`src/logic/hbs_pkg.sv`:
```
// Purpose: Shared constants for the code status and HDLC FIFO register slice
// Assumes: Byte-wide host control port, 8-bit registers
// Notes:   Offsets are byte addresses on the control port
package hbs_pkg;
  localparam int unsigned DATA_W = 8;
  localparam int unsigned CODE_W = 6;

  localparam logic [7:0] OFF_IRQ_MASK       = 8'h02;
  localparam logic [7:0] OFF_RX_BIT_CODE    = 8'h04;
  localparam logic [7:0] OFF_RX_HDLC_FIFO   = 8'h05;
  localparam logic [7:0] OFF_TX_HDLC_STATUS = 8'h06;

  localparam int unsigned POS_CODE_LATCHED = 7;
  localparam int unsigned POS_CODE_LIVE    = 6;
  localparam int unsigned POS_MASK_CODE    = 7;
  localparam int unsigned POS_TX_EMPTY     = 2;
  localparam int unsigned POS_TX_FULL      = 1;
  localparam int unsigned POS_TX_UNDERRUN  = 0;

  localparam logic [5:0] RST_CODE     = 6'h3f;
  localparam logic [7:0] RST_RDATA    = 8'h00;
  localparam logic [7:0] EMPTY_RDATA  = 8'h00;
  localparam logic [1:0] BUF_DEPTH    = 2'h2;
endpackage

```
`src/logic/hbs_regs.sv`:
```
// Purpose: Receive code status, receive FIFO read port, transmit FIFO status
// Assumes: Host read/write strobes are one-cycle pulses synchronous to i_core_clk
// Notes:   Read data is registered one cycle after the read strobe
//          Unassigned and unmapped bits read as zero
//
// Functional notes
// - Latched detect bit 7, cleared on read
// - Live detect bit 6 follows detector
// - Code bits 5..0, bit 0 first received
// - Code holds last verified value; reset all ones
// - Receive FIFO byte at offset 0x05
// - Offset 0x06 shows empty, full, underrun
// - Bits 7..3 of 0x06 unassigned, ignore
// - Underrun sets on early empty; read clears
// - Code change interrupt gated by mask bit
`timescale 1ns/1ps
module hbs_regs (
  input  wire logic        i_core_clk,
  input  wire logic        i_rst,
  // Host control port
  input  wire logic        i_host_rd,
  input  wire logic        i_host_wr,
  input  wire logic [7:0]  i_host_addr,
  input  wire logic [7:0]  i_host_wdata,
  output logic      [7:0]  o_host_rdata,
  // Code detector
  input  wire logic        i_code_live,
  input  wire logic        i_code_valid,
  input  wire logic [5:0]  i_code_word,
  output logic             o_code_change_irq,
  // Receive HDLC byte stream
  input  wire logic        i_rx_valid,
  input  wire logic [7:0]  i_rx_data,
  output logic             o_rx_ready,
  // Transmit HDLC FIFO and serializer
  input  wire logic        i_tx_fifo_empty,
  input  wire logic        i_tx_fifo_full,
  input  wire logic        i_tx_byte_req,
  input  wire logic        i_tx_msg_active,
  input  wire logic        i_tx_end_marked,
  output logic             o_tx_abort
);
  typedef struct packed {
    logic [7:0] rdata;
    logic       latched;
    logic       live_prev;
    logic [5:0] code;
    logic       mask;
    logic       irq;
    logic       underrun;
    logic       abort;
  } hbs_state_t;

  hbs_state_t st_q;
  hbs_state_t st_d;

  // Whole-state image loaded by reset
  localparam hbs_state_t ST_RST = '{
    rdata:     hbs_pkg::RST_RDATA,
    latched:   1'b0,
    live_prev: 1'b0,
    code:      hbs_pkg::RST_CODE,
    mask:      1'b0,
    irq:       1'b0,
    underrun:  1'b0,
    abort:     1'b0
  };

  // Receive buffer handshake
  logic       buf_valid;
  logic [7:0] buf_data;
  logic       buf_pop;

  // Strobes decoded per register
  logic       rd_code;
  logic       rd_fifo;
  logic       rd_txst;
  logic       rd_other;
  logic       wr_mask;

  // Register images and the selected one
  logic [7:0] code_view;
  logic [7:0] fifo_view;
  logic [7:0] txst_view;
  logic [7:0] rdata_sel;

  // Events of this cycle
  logic       live_change;
  logic       tx_starved;
  logic       msg_open;
  logic       underrun_evt;

  // Two-entry buffer between receive stream and host
  hbs_rx_buf u_rx_buf (
    .i_core_clk  (i_core_clk),
    .i_rst       (i_rst),
    .i_in_valid  (i_rx_valid),
    .i_in_data   (i_rx_data),
    .o_in_ready  (o_rx_ready),
    .o_out_valid (buf_valid),
    .o_out_data  (buf_data),
    .i_out_ready (buf_pop)
  );

  // Address decode of the host strobes
  always_comb begin
    rd_code  = 1'b0;
    rd_fifo  = 1'b0;
    rd_txst  = 1'b0;
    rd_other = 1'b0;
    wr_mask  = 1'b0;
    if (i_host_rd && (i_host_addr == hbs_pkg::OFF_RX_BIT_CODE)) begin
      rd_code = 1'b1;
    end else if (i_host_rd && (i_host_addr == hbs_pkg::OFF_RX_HDLC_FIFO)) begin
      rd_fifo = 1'b1;
    end else if (i_host_rd && (i_host_addr == hbs_pkg::OFF_TX_HDLC_STATUS)) begin
      rd_txst = 1'b1;
    end else if (i_host_rd) begin
      rd_other = 1'b1;
    end
    if (i_host_wr && (i_host_addr == hbs_pkg::OFF_IRQ_MASK)) begin
      wr_mask = 1'b1;
    end
  end

  // Register images as the host sees them
  always_comb begin
    // Bit 0 holds the first code bit received
    code_view                            = 8'h00;
    code_view[hbs_pkg::POS_CODE_LATCHED] = st_q.latched;
    code_view[hbs_pkg::POS_CODE_LIVE]    = i_code_live;
    code_view[hbs_pkg::CODE_W-1:0]       = st_q.code;

    // Empty buffer reads as zero and pops nothing
    fifo_view = hbs_pkg::EMPTY_RDATA;
    if (buf_valid) begin
      fifo_view = buf_data;
    end

    // Unassigned status bits read as zero
    txst_view                           = 8'h00;
    txst_view[hbs_pkg::POS_TX_EMPTY]    = i_tx_fifo_empty;
    txst_view[hbs_pkg::POS_TX_FULL]     = i_tx_fifo_full;
    txst_view[hbs_pkg::POS_TX_UNDERRUN] = st_q.underrun;
  end

  // Read data source; unmapped addresses read zero
  always_comb begin
    rdata_sel = 8'h00;
    if (rd_code) begin
      rdata_sel = code_view;
    end else if (rd_fifo) begin
      rdata_sel = fifo_view;
    end else if (rd_txst) begin
      rdata_sel = txst_view;
    end
  end

  // Events of this cycle
  always_comb begin
    live_change  = (i_code_live != st_q.live_prev);
    // Starved byte request inside an open message
    tx_starved   = i_tx_byte_req && i_tx_fifo_empty;
    msg_open     = i_tx_msg_active && !i_tx_end_marked;
    underrun_evt = tx_starved && msg_open;
    buf_pop      = rd_fifo && buf_valid;
  end

  // Next state of every register
  always_comb begin
    st_d = st_q;

    // Read data loads on any read, then stands
    if (rd_code || rd_fifo || rd_txst || rd_other) begin
      st_d.rdata = rdata_sel;
    end

    if (wr_mask) begin
      st_d.mask = i_host_wdata[hbs_pkg::POS_MASK_CODE];
    end

    // Set wins over the clear on read
    if (rd_code) begin
      st_d.latched = 1'b0;
    end
    if (i_code_live) begin
      st_d.latched = 1'b1;
    end

    // Only a verified code replaces the stored one
    if (i_code_valid) begin
      st_d.code = i_code_word;
    end

    // One-cycle pulse on either edge of live detect
    st_d.live_prev = i_code_live;
    st_d.irq       = st_q.mask && live_change;

    // Set wins over the clear on read
    if (rd_txst) begin
      st_d.underrun = 1'b0;
    end
    if (underrun_evt) begin
      st_d.underrun = 1'b1;
    end
    st_d.abort = underrun_evt;
  end

  always_ff @(posedge i_core_clk or posedge i_rst) begin
    if (i_rst) begin
      st_q <= ST_RST;
    end else begin
      st_q <= st_d;
    end
  end

  assign o_host_rdata      = st_q.rdata;
  assign o_code_change_irq = st_q.irq;
  assign o_tx_abort        = st_q.abort;
endmodule

```
`src/logic/hbs_rx_buf.sv`:
```
// Purpose: Two-entry receive byte buffer with valid/ready on both sides
// Assumes: Single clock, asynchronous active-high reset
// Notes:   Ready and valid outputs are registered
`timescale 1ns/1ps
module hbs_rx_buf (
  input  wire logic                         i_core_clk,
  input  wire logic                         i_rst,
  input  wire logic                         i_in_valid,
  input  wire logic [hbs_pkg::DATA_W-1:0]   i_in_data,
  output logic                              o_in_ready,
  output logic                              o_out_valid,
  output logic [hbs_pkg::DATA_W-1:0]        o_out_data,
  input  wire logic                         i_out_ready
);
  typedef struct packed {
    logic [1:0]                  count;
    logic [hbs_pkg::DATA_W-1:0]  head;
    logic [hbs_pkg::DATA_W-1:0]  tail;
    logic                        ready;
    logic                        valid;
  } hbs_buf_t;

  hbs_buf_t st_q;
  hbs_buf_t st_d;
  logic     push;
  logic     pop;

  always_comb begin
    st_d = st_q;
    pop  = i_out_ready && st_q.valid;
    push = i_in_valid && st_q.ready;
    if (push && pop) begin
      if (st_q.count == 2'h1) begin
        st_d.head = i_in_data;
      end else begin
        st_d.head = st_q.tail;
        st_d.tail = i_in_data;
      end
    end else if (push) begin
      if (st_q.count == 2'h0) begin
        st_d.head = i_in_data;
      end else begin
        st_d.tail = i_in_data;
      end
      st_d.count = st_q.count + 2'h1;
    end else if (pop) begin
      st_d.head  = st_q.tail;
      st_d.count = st_q.count - 2'h1;
    end
    st_d.ready = (st_d.count != hbs_pkg::BUF_DEPTH);
    st_d.valid = (st_d.count != 2'h0);
  end

  always_ff @(posedge i_core_clk or posedge i_rst) begin
    if (i_rst) begin
      st_q <= '{count: 2'h0, head: 8'h00, tail: 8'h00, ready: 1'b1, valid: 1'b0};
    end else begin
      st_q <= st_d;
    end
  end

  assign o_in_ready  = st_q.ready;
  assign o_out_valid = st_q.valid;
  assign o_out_data  = st_q.head;
endmodule

```
`config.mk`:
```
export PLATFORM = sky130hd
export DESIGN_NAME = hbs_regs
export DESIGN_NICKNAME = d
export VERILOG_FILES = /design/src/logic/hbs_pkg.sv /design/src/logic/hbs_regs.sv /design/src/logic/hbs_rx_buf.sv
export SDC_FILE = /design/constraint.sdc
export NUM_CORES = 1
export LEC_CHECK = 0
export BUFFER_PORTS_ARGS = -buffer_cell sky130_fd_sc_hd__clkbuf_2
export CORE_ASPECT_RATIO = 0.75
export CORE_MARGIN = 2
export CORE_UTILIZATION = 58
export CTS_BUF_LIST = sky130_fd_sc_hd__clkbuf_4 sky130_fd_sc_hd__clkbuf_8
export DETAILED_ROUTE_END_ITERATION = 10
export GPL_TIMING_DRIVEN = 0
export PLACE_DENSITY = 0.87
export SLEW_MARGIN = 20
export SYNTH_ARGS = -nofsm -noshare
export SYNTH_HDL_FRONTEND = slang
export SYNTH_SLANG_ARGS = --single-unit
export TNS_END_PERCENT = 1
```
`constraint.sdc`:
```
create_clock -name i_core_clk -period 3.32 [get_ports i_core_clk]
set_input_delay 0.332 -clock i_core_clk [delete_from_list [all_inputs] [get_ports i_core_clk]]
set_output_delay 0.332 -clock i_core_clk [all_outputs]
set_load 0.02 [all_outputs]
```
[Word-level counts from Yosys, hierarchy flattened]
Index checks and enable logic that the tools add are counted.
Widths: inputs -> output; s select.
Cells by class
  $add $sub $neg: 2
  equal/unequal tests: 10
  multiplexer cells: 28
  reductions and logical operators: 24
Operators by type and width (count)
  $mux 8: 8
  $eq 8x3->1 const B: 3
  $mux 10: 2
  $mux 16: 1
  $mux 1: 15
  $logic_and 1x1->1: 12
  $eq 8x2->1 const B: 1
  $reduce_bool 2->1: 4
  $ne 2x2->1 const B: 2
  $logic_or 1x1->1: 3
  $mux 3: 1
  $ne 3x3->1 const B: 1
  $reduce_and 3->1: 1
  $reduce_bool 3->1: 1
  $add 2x1->2 const B: 1
  $eq 2x1->1 const B: 1
  $logic_not 2->1: 1
  $mux 2: 1
  $ne 2x1->1 const B: 1
  $reduce_and 2->1: 1
  $sub 2x1->2 const B: 1
  $logic_not 1->1: 1
  $ne 1x1->1: 1
Word-level totals
  bits in registers: 40
  bits of input ports: 42
  output and inout bits: 11
  logic and storage cells: 77

[Logic depth before layout (Yosys ltp)]
Gate-level depths: netlist of the first run.
  depth in word-level cells: 10
  depth in mapped cells: 7
  depth with buffers taken out: 6

[By module]
A second synthesis of the first run with hierarchy kept.
Second synthesis, totals
  cell total of the unflattened synthesis: 165
  area total of the unflattened synthesis: 1999.4 µm²
By module, submodules not included
  hbs_rx_buf: times used 1, cells each 86, area an instance 1048.5 µm², sequential area each 501.7 µm²
  hbs_regs: times used 1, cells each 79, area an instance 950.9 µm², sequential area each 508.0 µm²

[Worst setup path after synthesis of the first run]
Ideal clock, no wire load.
  kind: in2reg
  start point: input i_host_addr[3]
  end point: register u_rx_buf.st_q[2] (netlist bit)
  library setup time: 125 ps
  arrival time: 2285 ps
  data required time: 3195 ps
  setup slack: 910 ps
  stages on the path: 5
  path buffers: 1
  cells stage by stage: or4_1 -> clkbuf_1 -> nor3_4 -> mux2i_1 -> mux2_2
Between the ends
  word-level cells in the longest chain between the ends: 9
  elaborated cells on any way between the ends: 14
  those cells by class: 4 x eq/ne; 3 x mux; 7 x reduce/logical
Ends and longest elaborated chain
  start: declaration: RTL line hbs_regs.sv:23  | input wire logic [7:0] i_host_addr,
  $eq 8x3->1: RTL line hbs_regs.sv:114  | end else if (i_host_rd && (i_host_addr == hbs_pkg::OFF_RX_HDLC_FIFO)) begin
  $logic_and 1x1->1: RTL line hbs_regs.sv:114
  $mux 1: RTL line hbs_regs.sv:114
  $mux 1 (*): RTL line hbs_regs.sv:112  | if (i_host_rd && (i_host_addr == hbs_pkg::OFF_RX_BIT_CODE)) begin
  $logic_and 1x1->1 (*): RTL line hbs_regs.sv:166  | buf_pop = rd_fifo && buf_valid;
  $logic_and 1x1->1 (*): RTL line hbs_rx_buf.sv:30  | pop = i_out_ready && st_q.valid;
  $logic_and 1x1->1 (*): RTL line hbs_rx_buf.sv:32  | if (push && pop) begin
  $ne 2x2->1 (no source line) (tied with other cells)
  $reduce_and 3->1 (no source line)
  end signal: assignment: RTL line hbs_rx_buf.sv:56  | st_q <= '{count: 2'h0, head: 8'h00, tail: 8'h00, ready: 1'b1, valid: 1'b0};
  end signal: assignment: RTL line hbs_rx_buf.sv:58  | st_q <= st_d;
  end: declaration: RTL line hbs_rx_buf.sv:23  | hbs_buf_t st_q;
Mark *: on every way between the ends. The rest lies on a longest branch, timed or not.
A chain may end at the register's enable or synchronous reset.

[Worst setup path after layout of the first run]
  start point: input i_host_addr[1]
  end point: register u_rx_buf.st_q[2] (netlist bit)
The elaborated chain is that of the path after synthesis.

==> run_results.csv, run 1 <==
group,metric,value,unit
outcome,status,"finished, final reports clean",
timing,maxSlewViolCount,0,
worst_setup_path,rrSetupSlack,1.12,ns
yosys,synth_compound_area_share,12.7,%
timing,tns,0,ns
timing,post-route-period-util,77.0,%
yosys,synth_warnings,0,
hold_path,whs_endpoint,"st_q[10]$_DFF_PP0_",
grt,grt_pass1_vias,1437,
worst_setup_path,path_class,"input port to flip-flop",
hold_path,hp-class,"input port to flip-flop",
worst_setup_path,arrival,2.73,ns
timing,worstMarginPinSlew,0.917,ns
cts,clockRootBuffer,"clkbuf_8",
cts,clock-sinks,40,
cts,clk_latency,0.29,ns
die,start_util,60.2,%
hold_path,min_from,"i_code_live",
timing,setup_violations,0,
power_and_ir_drop,total_power,1.52,mW
route,final_antenna_net_count,0,
worst_setup_path,worstSetupStartpointType,"input port",
yosys,synth-async-reset-ratio,100,%
cts,hold_buffers,1,
cts,clkTransAtPathRegs,0.08,ns
placed_design,gp_congestion,0.867,
route,via_per_inst,5.54,
cts,htree_levels,2,
finish,num_antenna_cells,0,
route,routed_wl,3.88,mm
route,num_vias,1506,
timing,slew_headroom,38.6,%
yosys,synth_mux_area_share,14.3,%
die,die_h,54.2,um
yosys,ys_seq_elements,40,
route,drc_errors,0,
yosys,synth_top_family_by_area,"multiplexers",
die,dieArea,3850,um2
job,cap_violations,0,
grt,grt_usage,22.8,%
cts,post_cts_buffers,0,
yosys,yosys.area_share.simple,13.0,%
yosys,synth_flop_cell,"dfrtp_1",
grt,grt-ovfl-total,0,
yosys,syn-mean-instance-area,11.0,um2
finish,multi_input_area,815,um2
grt,grt_max_degree,30,
cts,cts_buffers,5,
timing,finalClockSkew,0.00663,ns
yosys,synth_xor_area_share,0.449,%
die,io_pins,53,
yosys,syn-cell-area,1950,um2
timing,final-hold-violation-count,0,
finish,nets,275,
worst_setup_path,ff2ff_path_depth,4,
timing,grt_setup_unrepaired,"false",
cts,cts_tree,"yes",
finish,fillers,241,
finish,ff_latch_area,1010,um2
timing,min_period,2.56,ns
die,num_rows,18,
yosys,yosysUniqueCellTypes,34,
finish,syn_to_final_growth,21.3,%
die,fp.dieW,71.0,um
worst_setup_path,required,3.49,ns
finish,drive_above_1_share,36.6,%
power_and_ir_drop,power_density,640,nW/um2
yosys,yosysSeqAreaShare,51.7,%
route,firstDrtPassIters,4,
placed_design,io_buffers,44,
cts,clockBufferDepth,2,
hold_path,hold_path_depth,1,
power_and_ir_drop,peakVddDrop,0.485,mV
grt,grt_pass1_wl,6.51,mm
worst_setup_path,path_max_fanout,9,
route,wire_per_inst,14.3,um
route,drt_iter0_drc,75,
yosys,syn_inst,178,
worst_setup_path,rr_endpoint,"u_rx_buf.st_q[2]$_DFFE_PP0P_",
die,core,3240,um2
worst_setup_path,crit_path_end_kind,"flip-flop",
grt,grt_antenna_before_repair,0,
yosys,synth_nets,222,
yosys,synthAdderAreaFrac,1.28,%
timing,fmax,391,MHz
yosys,synth_edf_count,0,
cts,cts.repair.resized,0,
power_and_ir_drop,p_leak,1.11,nW
worst_setup_path,r2r-start,"u_rx_buf.o_out_valid$_DFF_PP0_",
placed_design,detailed_place_hpwl,2.93,mm
## registers in the layout, summed over array words and instances (netlist names)
register	count
code_view	7
o_code_change_irq	1
o_host_rdata	8
o_tx_abort	1
st_q	3
u_rx_buf.o_in_ready	1
u_rx_buf.o_out_data	8
u_rx_buf.o_out_valid	1
u_rx_buf.st_q	10
## power breakdown
part	internal (mW)	switching, mW	leakage, nW
clock network	0.226	0.170	0.0583
registers	0.625	0.0790	0.484
logic	0.202	0.214	0.568
total	1.05	0.463	1.11
## final cells by class
cell class / count / area share (%)
Buffer: 13 / 3.33
Clock buffer: 5 / 2.91
Clock inverter: 3 / 2.01
Inverter: 13 / 2.06
Multi-Input combinational cell: 112 / 34.4
Sequential cell: 40 / 42.6
Tap cell: 40 / 2.11
Timing Repair Buffer: 46 / 10.6
## stage by stage
stage	hold WS [ns]	instance area, um2	utilization (%)	setup WS [ns]	instances
final	0.209	2370	73.0	0.763	272
after global routing	0.204	2370	73.0	0.633	272
after CTS	0.203	2370	73.0	0.756	272
after detailed placement	0.271	2240	69.1	0.470	263
after global placement	0.453	2220	68.5	0.485	262
after floorplan	0.363	1950	-	0.910	178
## cells by family (layout without fill, tap and decap cells)
logic type,Yosys count,count (layout)
buffers and inverters,26,80
xor gates and xnor gates,1,1
and+or+nand+nor,44,44
DFF,40,40
adders and majority gates,2,2
AOI/OAI and AO/OA,39,39
muxes,26,26
## cell usage in the layout (no fill, tap or decap), types with 3 or more instances in the layout
master / instances
a22oi_1: 7
clkbuf_8: 5
a31oi_1: 3
a21oi_1: 4
and2_1: 3
nor2_1: 6
dfstp_2: 7
mux2i_1: 11
nor3_1: 4
o21ai_0: 15
mux2_2: 15
nor2b_1: 3
clkbuf_1: 5
o221ai_1: 3
nand2_1: 14
inv_1: 12
buf_4: 8
clkbuf_2: 44
dfrtp_1: 33
## synthesized netlist by cell type, drive strengths merged (3+ instances only)
cell    instances  area share, %
a21oi           4            1.0
dfrtp          33             42
inv            13            2.5
nor2            6            1.2
buf             8            3.1
mux2           15            8.7
dfstp           7            9.4
a22oi           7            2.7
a31oi           3           0.96
o21ai          15            3.8
and2            3           0.96
clkbuf          5           0.96
mux2i          11            5.6
nor3            5            1.9
nand2          14            2.7
o221ai          3            1.3
nor2b           3           0.96
## critical path, cell delays in order
cell and delay (ns):
clkbuf_2 0.14, or4_1 0.50, clkbuf_1 0.18, nor3_4 0.42
mux2i_1 0.74, mux2_2 0.41
## metal layers
layer | vias up | track usage (%) | share of wire (%)
met5 | - | 0 | 0
met4 | 0 | 5.66 | 1.4
met3 | 7 | 7.92 | 5.6
met2 | 45 | 38.3 | 46
met1 | 713 | 29.2 | 47
li1 | 741 | - | -
## worst max-delay path by stage
stage                         from                           end  slack, ns  cells past startpoint
detailed placement  i_host_addr[1]  u_rx_buf.st_q[3]$_DFFE_PP0P_       0.47                      6
global placement    i_host_addr[1]  u_rx_buf.st_q[7]$_DFFE_PP0P_       0.49                      6
global route        i_host_addr[1]  u_rx_buf.st_q[9]$_DFFE_PP0P_       0.63                      6
floorplan           i_host_addr[3]  u_rx_buf.st_q[2]$_DFFE_PP0P_       0.91                      5
CTS                 i_host_addr[1]  u_rx_buf.st_q[2]$_DFFE_PP0P_       0.76                      6
finish              i_host_addr[1]  u_rx_buf.st_q[2]$_DFFE_PP0P_       0.76                      6
No activity file was read; power rests on OpenSTA's default activity.
==> run 2: changes to the inputs <==
--- a/config.mk
+++ b/config.mk
@@ -8,11 +8,11 @@
 export BUFFER_PORTS_ARGS = -buffer_cell sky130_fd_sc_hd__clkbuf_2
 export CORE_ASPECT_RATIO = 0.75
 export CORE_MARGIN = 2
-export CORE_UTILIZATION = 58
+export CORE_UTILIZATION = 49
 export CTS_BUF_LIST = sky130_fd_sc_hd__clkbuf_4 sky130_fd_sc_hd__clkbuf_8
 export DETAILED_ROUTE_END_ITERATION = 10
 export GPL_TIMING_DRIVEN = 0
-export PLACE_DENSITY = 0.87
+export PLACE_DENSITY = 0.78
 export SLEW_MARGIN = 20
 export SYNTH_ARGS = -nofsm -noshare
 export SYNTH_HDL_FRONTEND = slang
==> constraint.sdc (replaced) <==
create_clock -name i_core_clk -period 2.14 [get_ports i_core_clk]
set_input_delay 0.214 -clock i_core_clk [delete_from_list [all_inputs] [get_ports i_core_clk]]
set_output_delay 0.214 -clock i_core_clk [all_outputs]
set_load 0.02 [all_outputs]
==> run 2 against run 1 <==
Effect of this change: global-route usage is 4.6 points lower; combinational power is 56% higher; register-to-register slack worse by 0.94 ns; largest power group unchanged.
==> run_results.csv, run 2 (synthesis gave the netlist of run 1 again) <==
group,metric,value,unit
grt,grt_pass1_wl,6.40,mm
placed_design,gp_congestion,0.824,
cts,cts_buffers,5,
power_and_ir_drop,p_leak,1.10,nW
job,cap_violations,0,
cts,clock-sinks,40,
placed_design,detailed_place_hpwl,2.94,mm
route,wire_per_inst,13.5,um
route,routed_wl,3.84,mm
timing,setup_violations,0,
worst_setup_path,rr_endpoint,"u_rx_buf.st_q[6]$_DFFE_PP0P_",
finish,nets,275,
cts,clockRootBuffer,"clkbuf_8",
route,drc_errors,0,
grt,grt_max_degree,32,
timing,grt_setup_unrepaired,"true",
worst_setup_path,cp-startpoint,"i_host_addr[1]",
finish,largest-register,"u_rx_buf.st_q",
power_and_ir_drop,peakVddDrop,0.629,mV
timing,fmax,486,MHz
worst_setup_path,crit_path_end,"u_rx_buf.st_q[6]$_DFFE_PP0P_",
finish,syn_to_final_growth,21.7,%
timing,worstMarginPinSlew,0.712,ns
power_and_ir_drop,power_density,940,nW/um2
worst_setup_path,path_max_fanout,9,
grt,grt-ovfl-total,0,
cts,htree_levels,2,
finish,num_antenna_cells,0,
hold_path,hp-class,"input port to flip-flop",
route,drt_iter0_drc,82,
timing,final-hold-violation-count,0,
route,via_per_inst,5.28,
cts,clkTransAtPathRegs,0.08,ns
grt,grt_usage,18.3,%
finish,layout.cells.non_filler,284,
timing,finalClockSkew,0.00808,ns
grt,grt_pass1_vias,1407,
placed_design,io_buffers,44,
timing,maxSlewViolCount,0,
route,final_antenna_net_count,0,
grt,grt_antenna_before_repair,0,
finish,drive_above_1_share,37.9,%
worst_setup_path,arrival,2.24,ns
finish,layout_common_cells,"clkbuf_2 (44), dfrtp_1 (33), o21ai_0 (15), mux2_2 (15), nand2_1 (14)",
cts,clockBufferDepth,2,
worst_setup_path,r2r-start,"u_rx_buf.o_out_valid$_DFF_PP0_",
die,dieArea,4510,um2
route,num_vias,1499,
worst_setup_path,ff2ff_path_depth,4,
outcome,status,"finished, final reports clean",
die,io_pins,53,
timing,post-route-period-util,96.2,%
timing,hold_slack,0.0832,ns
die,die_h,58.7,um
timing,slew_headroom,51.9,%
worst_setup_path,required,2.32,ns
worst_setup_path,path_class,"input port to flip-flop",
finish,final_common_cell,"clkbuf_2",
die,num_rows,19,
timing,min_period,2.06,ns
cts,clk_latency,0.29,ns
die,start_util,52.3,%
placed_design,dp_cells,275,
cts,cts_tree,"yes",
die,fp.dieW,76.9,um
worst_setup_path,crit_path_end_kind,"flip-flop",
finish,largest_register_ffs,10,
worst_setup_path,rrSetupSlack,0.18,ns
worst_setup_path,worstSetupStartpointType,"input port",
route,firstDrtPassIters,4,
die,core,3730,um2
-- run 2: cell types whose count changed in the layout (fill, tap and decap cells not counted) --
| cell | previous run | this run |
|---|---|---|
| mux2i_4 | 0 | 1 |
| clkinv_4 | 2 | 1 |
| a31oi_2 | 0 | 1 |
| buf_2 | 0 | 1 |
| bufinv_16 | 1 | 0 |
| mux2i_1 | 11 | 10 |
| a31oi_1 | 3 | 2 |
| clkinv_2 | 0 | 2 |
| clkbuf_1 | 5 | 4 |
-- run 2: how the worst min path moves through the flow --
| stage | from | to | slack (ns) | depth (start not counted) |
|---|---|---|---|---|
| 4_1_cts | i_code_live | st_q[10]$_DFF_PP0_ | 0.08 | 1 |
| 3_5_place_dp | i_rst | o_host_rdata[1]$_DFFE_PP0P_ | 0.14 | 2 |
| 5_1_grt | i_code_live | st_q[10]$_DFF_PP0_ | 0.08 | 1 |
| 6_report | i_code_live | st_q[10]$_DFF_PP0_ | 0.08 | 1 |
| 2_1_floorplan | i_code_live | st_q[10]$_DFF_PP0_ | 0.25 | 0 |
| 3_3_place_gp | i_code_live | st_q[10]$_DFF_PP0_ | 0.40 | 1 |
-- run 2: area by class of cell --
type                            count  area [um2]
Fill cell                         313        1360
Sequential cell                    40        1010
Timing Repair Buffer               46         250
Inverter                           13        48.8
Buffer                             13        80.1
Clock inverter                      3        18.8
Clock buffer                        5        68.8
Multi-Input combinational cell    112         833
Tap cell                           52        65.1
-- run 2: routing by layer --
layer / vias to the layer above / track usage (%) / part of all wire [%]
met1: 713 / 25.7 / 50
met5: - / 0 / 0
met4: 0 / 4.68 / 0.94
met2: 41 / 28.8 / 45
met3: 5 / 4.45 / 4.9
li1: 740 / - / -
-- run 2: what timing repair did --
action,in CTS,in global routing
resized for setup,0,3
hold endpoints to repair,6,0
hold buffers,1,0
setup buffers,0,0
setup endpoints to repair,0,13
-- run 2: through the flow --
step | power (mW) | cell area, um2 | setup TNS (ns) | util, % | setup WS, ns
4_1_cts | 2.25 | 2370 | 0 | 63.4 | 0.00253
6_report | 2.23 | 2370 | 0 | 63.6 | 0.0808
2_1_floorplan | 1.58 | 1960 | 0 | - | 0.0101
3_5_place_dp | 1.76 | 2270 | -2.57 | 60.8 | -0.312
5_1_grt | 2.39 | 2370 | -0.230 | 63.6 | -0.0354
3_3_place_gp | 1.73 | 2250 | -2.46 | 60.3 | -0.308
-- run 2: critical path, cell delays in order --
cell	delay [ns]
clkbuf_2	0.13
or4_1	0.49
buf_2	0.17
nor3_4	0.39
mux2i_4	0.46
mux2_2	0.38
-- run 2: report_power, final --
group          internal (mW)  switching (mW)  total [mW]
registers              0.971           0.127        1.10
logic                  0.322           0.329       0.651
clock network          0.227           0.258       0.485
